==> src/modem_hs_map.vh <==
// register offsets, field positions and reset values of the handshake block
`ifndef MODEM_HS_MAP_VH
`define MODEM_HS_MAP_VH
`define MODEM_CONTROL_OFFSET     12'h010
`define MODEM_STATUS_OFFSET      12'h014
`define INT_STATUS_OFFSET        12'h020
`define INT_MASK_OFFSET          12'h024
`define MODEM_CONTROL_RESET      32'h0000_0200
`define MODEM_STATUS_RESET       32'h0000_0000
`define MCR_RTS_BIT              1
`define MCR_RTS_LEVEL_BIT        9
`define MCR_RTS_PIN_BIT          13
`define MSR_CHANGE_BIT           0
`define MSR_CTS_PIN_BIT          4
`define MSR_CTS_LEVEL_BIT        8
`define INT_CTS_CHANGE_BIT       0
`endif

==> src/uart_modem_handshake_control.v <==
// modem handshake control of one uart channel with apb register access
//
// Implementation choice: the APB interface to the registers.
`include "modem_hs_map.vh"

// Behaviour
// (RULE1) modem control bit 13 reads back the live request-to-send pin level.
// (RULE2) modem control bit 9 chooses request-to-send active high or low.
// (RULE3) on the channel without modem support both registers read zero.
// (RULE4) modem control resets to 0x200, request-to-send active high.
// (RULE5) modem status bit 8 chooses clear-to-send active high or low.
// (RULE6) modem status bit 4 reads back the live clear-to-send pin level.
// (RULE7) any clear-to-send level change sets the change flag, bit 0.
// (RULE8) change flag with handshake interrupt enable raises modem interrupt.
// (RULE9) writing one clears the change flag; writing zero keeps it.
// (RULE10) modem status resets to zero, flag clear, level select zero.
// (RULE11) request-to-send output follows bit 1 with the chosen polarity.
module uart_modem_handshake_control #(
  parameter MODEM_PRESENT = 1
) (
  input  wire        pclk,
  input  wire        presetn,
  input  wire        psel,
  input  wire        penable,
  input  wire        pwrite,
  input  wire [11:0] paddr,
  input  wire [31:0] pwdata,
  input  wire [3:0]  pstrb,
  output wire        pready,
  output wire        pslverr,
  output reg  [31:0] prdata,
  input  wire        handshake_interrupt_enable,
  input  wire        clear_to_send_n_pin,
  output reg         request_to_send_pin,
  output wire        clear_to_send_active,
  output wire        modem_irq,
  output wire        irq
);
  localparam HAS = (MODEM_PRESENT != 0);

  reg        rts_ctrl;
  reg        request_to_send_active_high;
  reg        clear_to_send_active_high;
  reg        clear_to_send_change_flag;
  reg        int_status;
  reg        int_mask;
  reg        next_rts_pin;
  wire       cts_sync;
  wire       cts_changed;
  wire       request_to_send_pin_level;
  wire       clear_to_send_pin_level;
  wire       wr;
  wire       rd;
  wire       lane0;
  wire       lane1;
  wire       mapped;
  wire       hit_mcr;
  wire       hit_msr;
  wire       hit_ist;
  wire       hit_imk;
  wire [31:0] mcr_value;
  wire [31:0] msr_value;

  // apb decode; zero wait states
  assign wr      = psel & penable & pwrite;
  assign rd      = psel & ~penable & ~pwrite;
  assign lane0   = pstrb[0];
  assign lane1   = pstrb[1];
  assign hit_mcr = (paddr == `MODEM_CONTROL_OFFSET);
  assign hit_msr = (paddr == `MODEM_STATUS_OFFSET);
  assign hit_ist = (paddr == `INT_STATUS_OFFSET);
  assign hit_imk = (paddr == `INT_MASK_OFFSET);
  assign mapped  = hit_mcr | hit_msr | hit_ist | hit_imk;
  assign pready  = 1'b1;
  // unmapped addresses answer with an error, reads zero
  assign pslverr = psel & penable & ~mapped;

  // pin is asynchronous to pclk
  pin_sync #(
    .RESET_VALUE (1'b0)
  ) u_cts_sync (
    .pclk     (pclk),
    .presetn  (presetn),
    .async_in (clear_to_send_n_pin),
    .sync_out (cts_sync)
  );

  change_detect u_cts_change (
    .pclk     (pclk),
    .presetn  (presetn),
    .level_in (cts_sync),
    .armed    (HAS[0]),
    .changed  (cts_changed)
  );

  assign clear_to_send_pin_level   = cts_sync & HAS[0]; // RULE6
  assign request_to_send_pin_level = request_to_send_pin & HAS[0]; // RULE1
  // active when the pin sits at the selected level
  assign clear_to_send_active = HAS[0] &
    (cts_sync == clear_to_send_active_high); // RULE5

  // control bits; absent channel keeps them at reset
  always @(posedge pclk or negedge presetn) begin
    if (!presetn) begin
      rts_ctrl                    <= 1'b0; // RULE4
      request_to_send_active_high <= 1'b1; // RULE4
      clear_to_send_active_high   <= 1'b0; // RULE10
      int_mask                    <= 1'b0;
    end else if (wr && HAS) begin
      if (hit_mcr && lane0)
        rts_ctrl <= pwdata[`MCR_RTS_BIT];
      if (hit_mcr && lane1)
        request_to_send_active_high <= pwdata[`MCR_RTS_LEVEL_BIT]; // RULE2
      if (hit_msr && lane1)
        clear_to_send_active_high <= pwdata[`MSR_CTS_LEVEL_BIT]; // RULE5
      if (hit_imk && lane0)
        int_mask <= pwdata[`INT_CTS_CHANGE_BIT];
    end
  end

  // sticky flags: a set in the clear cycle wins
  always @(posedge pclk or negedge presetn) begin
    if (!presetn) begin
      clear_to_send_change_flag <= 1'b0; // RULE10
      int_status                <= 1'b0;
    end else begin
      if (cts_changed)
        clear_to_send_change_flag <= 1'b1; // RULE7
      else if (wr && hit_msr && lane0 && pwdata[`MSR_CHANGE_BIT])
        clear_to_send_change_flag <= 1'b0; // RULE9
      if (cts_changed)
        int_status <= 1'b1;
      else if (wr && hit_ist && lane0 && pwdata[`INT_CTS_CHANGE_BIT])
        int_status <= 1'b0;
    end
  end

  // polarity: active high drives bit as is, active low inverts it
  always @* begin
    next_rts_pin = rts_ctrl ^ ~request_to_send_active_high; // RULE11
  end

  always @(posedge pclk or negedge presetn) begin
    if (!presetn)
      request_to_send_pin <= 1'b0;
    else
      request_to_send_pin <= next_rts_pin & HAS[0]; // RULE11
  end

  assign modem_irq = clear_to_send_change_flag &
                     handshake_interrupt_enable; // RULE8
  assign irq       = int_status & int_mask;

  assign mcr_value = {18'h00000, request_to_send_pin_level, 3'h0,
                      request_to_send_active_high, 7'h00, rts_ctrl, 1'b0};
  assign msr_value = {23'h000000, clear_to_send_active_high, 3'h0,
                      clear_to_send_pin_level, 3'h0,
                      clear_to_send_change_flag};

  // read data registered in the setup cycle, held through access
  always @(posedge pclk or negedge presetn) begin
    if (!presetn)
      prdata <= 32'h0000_0000;
    else if (rd) begin
      if (!HAS)
        prdata <= 32'h0000_0000; // RULE3
      else if (hit_mcr)
        prdata <= mcr_value; // RULE1
      else if (hit_msr)
        prdata <= msr_value; // RULE6
      else if (hit_ist)
        prdata <= {31'h00000000, int_status};
      else if (hit_imk)
        prdata <= {31'h00000000, int_mask};
      else
        prdata <= 32'h0000_0000;
    end
  end
endmodule // uart_modem_handshake_control

==> src/pin_sync.v <==
// two-flop synchroniser for an asynchronous input level
module pin_sync #(
  parameter RESET_VALUE = 1'b0
) (
  input  wire pclk,
  input  wire presetn,
  input  wire async_in,
  output reg  sync_out
);
  reg meta;

  // first flop feeds only the second
  always @(posedge pclk or negedge presetn) begin
    if (!presetn) begin
      meta     <= RESET_VALUE;
      sync_out <= RESET_VALUE;
    end else begin
      meta     <= async_in;
      sync_out <= meta;
    end
  end
endmodule // pin_sync

==> src/change_detect.v <==
// edge detector on a synchronised level, either direction
module change_detect (
  input  wire pclk,
  input  wire presetn,
  input  wire level_in,
  input  wire armed,
  output wire changed
);
  reg       last;
  reg [2:0] seen;

  // history is trusted only once the synchroniser holds a real pin
  // sample; a pin resting high through reset would look like a change
  always @(posedge pclk or negedge presetn) begin
    if (!presetn) begin
      last <= 1'b0;
      seen <= 3'h0;
    end else begin
      last <= level_in;
      seen <= {seen[1:0], 1'b1};
    end
  end

  assign changed = armed & seen[2] & (last != level_in);
endmodule // change_detect

==> config.mk <==
export PLATFORM = sky130hd
export DESIGN_NAME = uart_modem_handshake_control
export DESIGN_NICKNAME = d
export VERILOG_FILES = /design/src/uart_modem_handshake_control.v /design/src/pin_sync.v /design/src/change_detect.v
export VERILOG_INCLUDE_DIRS = /design/src /design/src/src
export SDC_FILE = /design/constraint.sdc
export NUM_CORES = 1
export LEC_CHECK = 0
export CORE_MARGIN = 2
export CORE_UTILIZATION = 60
export DETAILED_ROUTE_END_ITERATION = 10
export DONT_BUFFER_PORTS = 1
export GPL_TIMING_DRIVEN = 0
export PLACE_DENSITY = 0.8
export SLEW_MARGIN = 20
export SYNTH_ARGS = -nofsm -noshare
export SYNTH_HDL_FRONTEND = slang
export SYNTH_HIERARCHICAL = 1
export SYNTH_SLANG_ARGS = --single-unit
==> constraint.sdc <==
create_clock -name pclk -period 2.71 [get_ports pclk]
set_input_delay 0.6775 -clock pclk [delete_from_list [all_inputs] [get_ports pclk]]
set_output_delay 0.6775 -clock pclk [all_outputs]
set_load 0.02 [all_outputs]
; ---- Word level (Yosys, flattened, before mapping)
; Index checks and enable logic that the tools add are counted.
[word_totals]
register_bits = 45
input_bits = 55
out_inout_bits = 38
elab_cells = 58
[op_classes]
eq_ne = 6
muxes = 8
bitwise_logic = 16
n_reduce_logical = 16
[op_table]
columns = operator, count
row1 = "12-bit by 5-bit equality test with 1-bit output, second input constant", 2
row2 = "12-bit by 6-bit equality test with 1-bit output, second input constant", 2
row3 = 14-bit two-way mux, 1
row4 = 1-bit logical AND, 10
row5 = 9-bit two-way mux, 1
row6 = 1-bit AND, 8
row7 = 2-bit AND reduction, 4
row8 = 1-bit two-way mux, 6
row9 = 1-bit inverter, 4
row10 = 2-bit nonzero test, 2
row11 = 1-bit OR, 3
row12 = 1-bit equality test, 1
row13 = 1-bit != test, 1
row14 = 1-bit XOR, 1

; ---- Logic depth before layout (Yosys ltp)
; Gate-level depths: netlist (run 1).
[logic_depth]
depth_word = 7
ltp_mapped = 4
mapped_depth_nobuf = 4

; ---- By module
; Netlist (run 1), hierarchy kept.
[modules_own_cells]
columns = module, instances, cells_each, area_per_inst_um2, seq_area_each_um2
row1 = uart_modem_handshake_control, 1, 99, 899.6, 326.6
row2 = change_detect, 1, 7, 118.9, 100.1
row3 = pin_sync, 1, 2, 50.0, 50.0

; ---- Worst setup path after synthesis (run 1)
; Ideal clock, no wire load.
[synth_timing]
path_kind = input-to-output
startpoint = input paddr[4]
endpoint = output pslverr
t_arrival_ps = 1496
t_required_ps = 2033
path_slack_ps = 536
stages = 3
n_path_buf = 0
path_cell_list = or4b_4 > a21oi_1 > nor2_1
[synth_via]
elab_chain_cells = 6
elab_cells_between_ends = 9
classes_between = eq/ne (4) / bitwise (5)
[synth_lines]
columns = element, line
row1 = "start, declared", uart_modem_handshake_control.v:26  ; input wire [11:0] paddr,
row2 = 12-bit by 5-bit equality test with 1-bit output (no source line), n/a
row3 = 1-bit OR (2 in series), uart_modem_handshake_control.v:73  ; assign mapped = hit_mcr | hit_msr | hit_ist | hit_imk;
row4 = 1-bit OR *, uart_modem_handshake_control.v:73
row5 = 1-bit inverter *, uart_modem_handshake_control.v:76  ; assign pslverr = psel & penable & ~mapped;
row6 = 1-bit AND *, uart_modem_handshake_control.v:76
row7 = "end, declared", uart_modem_handshake_control.v:30  ; output wire pslverr,
; Mark *: on every way between the ends. The rest lies on a longest branch, timed or not.

; ---- Worst setup path in the final report (run 1)
; Ends and elaborated chain as after synthesis.

==> results of run 1 <==
layer usage:
layer	vias up	GRT usage, %
met5	-	0
met2	43	30.83
met3	4	7.059
met1	348	23.10
li1	367	-
met4	0	11.43
path summary, 6_finish.rpt:
path	endpoint	slack (ps)	cells past startpoint
min	u_cts_sync/sync_out	50	0
max in group asynchronous	request_to_send_active_high	2480	0
min in group pclk	u_cts_sync/sync_out	360	0
min reg2reg	u_cts_sync/sync_out	360	0
max	pslverr	430	3
max reg2reg	int_status	1630	3
cells by family after synthesis:
| kind of cell | Yosys count | synth area share, % |
|---|---|---|
| buffers and inverters | 29 | 19.67 |
| XOR/XNOR | 3 | 2.459 |
| multiplexers | 4 | 4.215 |
| flip-flops | 19 | 44.61 |
| other | 3 | 1.054 |
| AO/OA/AOI/OAI | 12 | 6.791 |
| AND/OR/NAND/NOR | 38 | 21.19 |
cells in the mapped netlist:
library cell	instances
dfrtp_1	18
nor4b_2	1
nand4_1	4
mux2_2	1
or3_1	1
nand2b_1	2
and3_1	1
buf_4	27
a21oi_1	3
conb_1	3
a22o_1	1
o21ai_0	5
or4b_4	1
nand2_1	15
inv_1	2
or4b_1	1
nor3_1	2
nor4_4	1
xor2_1	1
mux2_1	3
a21o_1	2
and2_1	3
xnor2_1	2
nor4_2	1
dfstp_2	1
o41ai_1	1
nor2_1	5
critical path, delay by kind of cell:
kind,cells,cell delay (ps)
simple gates,2,700
compound gates,1,220
placed cells by master (no fill, tap or decap), drive strengths merged, types with 3 or more instances in the layout:
cell type and instances:
and2 3, nand2 15, o21ai 5, conb 29, nand4 4, a21oi 3, buf 27, clkbuf 3
dfrtp 18, nor2 5, mux2 4
final cells by class:
cell class / count / area (um^2)
fill: 132 / 480.5
multi-input combinational: 86 / 479.2
sequential: 19 / 476.7
buffer: 27 / 202.7
tap: 25 / 31.28
clock buffer: 3 / 22.52
clock inverter: 1 / 7.507
inverter: 2 / 7.507
report_power, final:
group | switching [uW] | internal (uW) | leakage (uW)
combinational | 50.7 | 33.5 | 0.000366
clock | 88.5 | 56.3 | 0.0000139
sequential | 2.50 | 288 | 0.000232
state kept, by name, summed over array words and instances (netlist names):
name	flops
u_cts_sync/meta	1
clear_to_send_change_flag	1
request_to_send_pin	1
clear_to_send_active_high	1
u_cts_change/last	1
u_cts_sync/sync_out	1
rts_ctrl	1
u_cts_change/seen	3
int_status	1
request_to_send_active_high	1
int_mask	1
prdata	6
through the flow:
| stage | setup WS (ps) | utilization, % |
|---|---|---|
| after detailed placement | 420.2 | 70.11 |
| after global placement | 436.3 | 70.11 |
| after global routing | 358.1 | 71.87 |
| after floorplan | 536.1 | - |
| final | 425.4 | 71.87 |
| after CTS | 422.5 | 71.87 |
==> results.json, run 1 <==
{
  "grt_usage_pct": 19.69,
  "synth.distinct_cells": 27,
  "dieArea_um2": 2134,
  "grt_max_degree": 20,
  "drc_errors": 0,
  "crit_path_start": "paddr[4]",
  "tightest_slew_ps": 508.9,
  "grt_pass1_vias": 697,
  "slowest_delay_ps": 560,
  "route.met2.wl_um": 919,
  "hpwl_um": 1622,
  "cts_tree": "yes",
  "dr.pass1.iters": 4,
  "yosys.area.top_type": "dfrtp_1",
  "maxCapViolCount": 0,
  "path_max_fanout": 4,
  "crit_path_start_kind": "input pin",
  "wl_per_cell_um": 11.80,
  "antenna_found_initial": 0,
  "n_antenna_cell": 0,
  "routed_wl_um": 1924,
  "crit_arrival_ps": 1610,
  "hold_ws_ps": 52.43,
  "cts_sinks": 19,
  "insertion_delay_ps": 300,
  "numCtsBuffers": 3,
  "run_status": "complete, no violations",
  "final_cells": 163,
  "setup-violations-final": 0,
  "vdd_drop_max_uv": 433.1,
  "power.density_nw_per_um2": 423.5,
  "met3WireLength_um": 202,
  "timing.rr.start": "u_cts_sync/sync_out",
  "yosys_register_bits": 19,
  "clkTransAtPathRegs_ps": 110,
  "leakage_uw": 0.0006120,
  "post_cts_buffers": 0,
  "period_share_pct": 84.30,
  "syn_area_per_cell_um2": 9.894,
  "die_w_um": 46.20,
  "design_area_um2": 1227,
  "start_util_pct": 62.56,
  "io_pins": 93,
  "slowest_stage": "or4b_4",
  "grt_overflow_total": 0,
  "dp_cells": 159,
  "synth_area_um2": 1069,
  "rsz0062_at_grt": "false",
  "cts_max_path_buffers": 2,
  "gp_congestion": 0.8922,
  "worstSetupPathType": "input pin to primary output",
  "final_layout_size_suffix_gt1_share_pct": 26.81,
  "yosys_warnings": 6,
  "wl_met1_um": 770,
  "grt_pass1_wl_um": 2842,
  "synthCells": 108,
  "cp-end-kind": "primary output",
  "fin_crit_ps": 2285,
  "place_area_um2": 1197,
  "top_layer_used": "met4",
  "tns_ps": 0,
  "ant_nets": 0,
  "hold_buffers": 0,
  "hold_path.class": "input pin to asynchronous set/reset pin",
  "via_per_inst": 4.675,
  "area_growth_syn_to_layout_pct": 14.87,
  "cts_root_buf": "clkbuf_4",
  "die_h_um": 46.20,
  "drv_slew": 0,
  "num_vias": 762,
  "path_cells": "or4b_4 -> a21oi_1 -> nor2_1",
  "core_region_area_um2": 1708,
  "synth_seq_area_share_pct": 44.61,
  "hold_viol": 0,
  "synth_area_leaders": "dfrtp_1 42%, buf_4 19%, nand2_1 5.3%",
  "io_buffer_count": 0,
  "htreeDepth": 1,
  "cp_data_required_time_ps": 2030,
  "power_uw": 519.8,
  "postCtsResizedCells": 0,
  "synth_top_area_share_pct": 42.15,
  "drt_iter0_drc": 11,
  "slew-limit-headroom_pct": 65.83,
  "num_rows": 15,
  "nets": 194,
  "fin_skew_ps": 2.676,
  "fmax_ghz": 0.4377
}
(Power assumes the default switching activity.)
==> inputs of run 2 (changes only) <==
clock period = 2.3 ns   (was 2.71 ns; I/O delays follow)
==> run 2 against run 1 <==
Effect of this change:
- cell count grew 0.61%
- first-iteration DRC count is the same
- sequential share of layout area shrank 0.31 points
- global-route usage grew 0.41 points
- critical path depth is the same
- clock power grew 18%
- cell area grew 0.82%
- via count grew 0.39%
- die area is the same
- core utilization grew 0.59 points
- largest power group unchanged
==> results.json, run 2 (same netlist as run 1, synthesis figures left out) <==
{
  "antenna_found_initial": 0,
  "path_max_fanout": 4,
  "n_antenna_cell": 0,
  "pwr-share-seq_pct": 55.3,
  "num_rows": 15,
  "cts_root_buf": "clkbuf_4",
  "worstSetupPathType": "input pin to primary output",
  "crit_path_start_kind": "input pin",
  "power.share.clock_pct": 27.6,
  "vdd_drop_max_uv": 512.5,
  "hpwl_um": 1622,
  "num_vias": 765,
  "drt_iter0_drc": 11,
  "run_status": "complete, no violations",
  "gp_congestion": 0.8922,
  "power.internal_uw": 446.5,
  "grt_overflow_total": 0,
  "crit_arrival_ps": 1500,
  "slew-limit-headroom_pct": 49.14,
  "grt_pass1_vias": 710,
  "clkTransAtPathRegs_ps": 100,
  "layout_commonest_cell": "conb_1",
  "hold_ws_ps": 100.8,
  "cp_data_required_time_ps": 1730,
  "p_switching_uw": 172.8,
  "postCtsResizedCells": 0,
  "io_buffer_count": 0,
  "fin_skew_ps": 3.138,
  "setup-violations-final": 0,
  "final_layout_size_suffix_gt1_share_pct": 26.62,
  "hold_path.class": "input pin to asynchronous set/reset pin",
  "largest_reg_flops": 6,
  "cts_tree": "yes",
  "dr.pass1.iters": 4,
  "die_w_um": 46.20,
  "top_register": "prdata",
  "fmax_ghz": 0.4816,
  "tightest_slew_ps": 760.4,
  "slowest_stage": "or4b_4",
  "cts_sinks": 19,
  "p_comb_share_pct": 17.1,
  "numCtsBuffers": 3,
  "htreeDepth": 1,
  "die_h_um": 46.20,
  "cp-end-kind": "primary output",
  "switching_share_pct": 27.90,
  "start_util_pct": 62.56,
  "wl_per_cell_um": 11.85,
  "reg_top3": "prdata (6), u_cts_change/seen (3)",
  "crit_path_start": "paddr[4]",
  "timing.rr.start": "u_cts_sync/sync_out",
  "grt_max_degree": 19,
  "io_pins": 93,
  "nets": 195,
  "grt_usage_pct": 20.10,
  "slowest_delay_ps": 560,
  "rsz0062_at_grt": "false",
  "hold_viol": 0,
  "maxCapViolCount": 0,
  "drc_errors": 0,
  "drv_slew": 0,
  "core_region_area_um2": 1708,
  "via_per_inst": 4.665,
  "path_cells": "or4b_4 -> a21oi_1 -> nor2_1",
  "routed_wl_um": 1944,
  "mostFrequentLayoutCells": "29 x conb_1, 27 x buf_4, 18 x dfrtp_1",
  "power.density_nw_per_um2": 500.5,
  "tns_ps": 0,
  "grt_pass1_wl_um": 2877,
  "cts_max_path_buffers": 2,
  "fin_crit_ps": 2077,
  "area_growth_syn_to_layout_pct": 15.81,
  "dieArea_um2": 2134,
  "period_share_pct": 90.29,
  "leakage_uw": 0.0006162,
  "power_uw": 619.3,
  "insertion_delay_ps": 300,
  "ant_nets": 0
}
## run 2: cell type report
type / instances / area, um^2
clock inverter: 1 / 7.507
timing repair buffer: 1 / 10.01
buffer: 27 / 202.7
sequential: 19 / 476.7
inverter: 2 / 7.507
multi-input combinational: 86 / 479.2
tap: 25 / 31.28
fill: 131 / 470.5
clock buffer: 3 / 22.52
## run 2: worst paths after layout
kind                                               endpoint  slack (ps)  cells past startpoint
worst min register to register          u_cts_sync/sync_out         360                      0
worst max register to register                   int_status        1220                      3
min in group pclk                           u_cts_sync/meta         290                      0
worst min-delay path            request_to_send_active_high         100                      0
max in group asynchronous               request_to_send_pin        1050                      1
worst max-delay path                                pslverr         220                      3
## run 2: timing repair
item / in CTS / in global routing
setup buffers: 0 / 0
hold buffers: 1 / 0
hold endpoints to repair: 18 / 0
## run 2: layer usage
metal	vias up	track usage (%)	part of all wire, %
met5	-	0	0
met4	0	11.43	1.6
met3	4	7.059	10
met2	43	33.06	49
met1	348	22.34	39
li1	370	-	-
## run 2: power groups by stage
stage	Clock, uW	Sequential [uW]	Combinational (uW)
6_report	171	342	106
5_1_grt	197	343	116
4_1_cts	176	343	104
3_5_place_dp	0	349	96.5
3_3_place_gp	0	349	96.1
2_1_floorplan	0	348	93.8
## run 2: critical path: cells and delay by family
family           cells  cell delay (ps)
AND/OR/NAND/NOR      2              700
AO/OA/AOI/OAI        1              220
## run 2: per-stage QoR
step                      cell area, um^2  instances  setup slack, ps  util, %
after floorplan                      1166        134            331.1        -
after global placement               1197        159            231.3    70.11
after detailed placement             1197        159            215.2    70.11
after CTS                            1237        164            217.5    72.45
after global routing                 1237        164            153.1    72.45
final                                1237        164            223.4    72.45
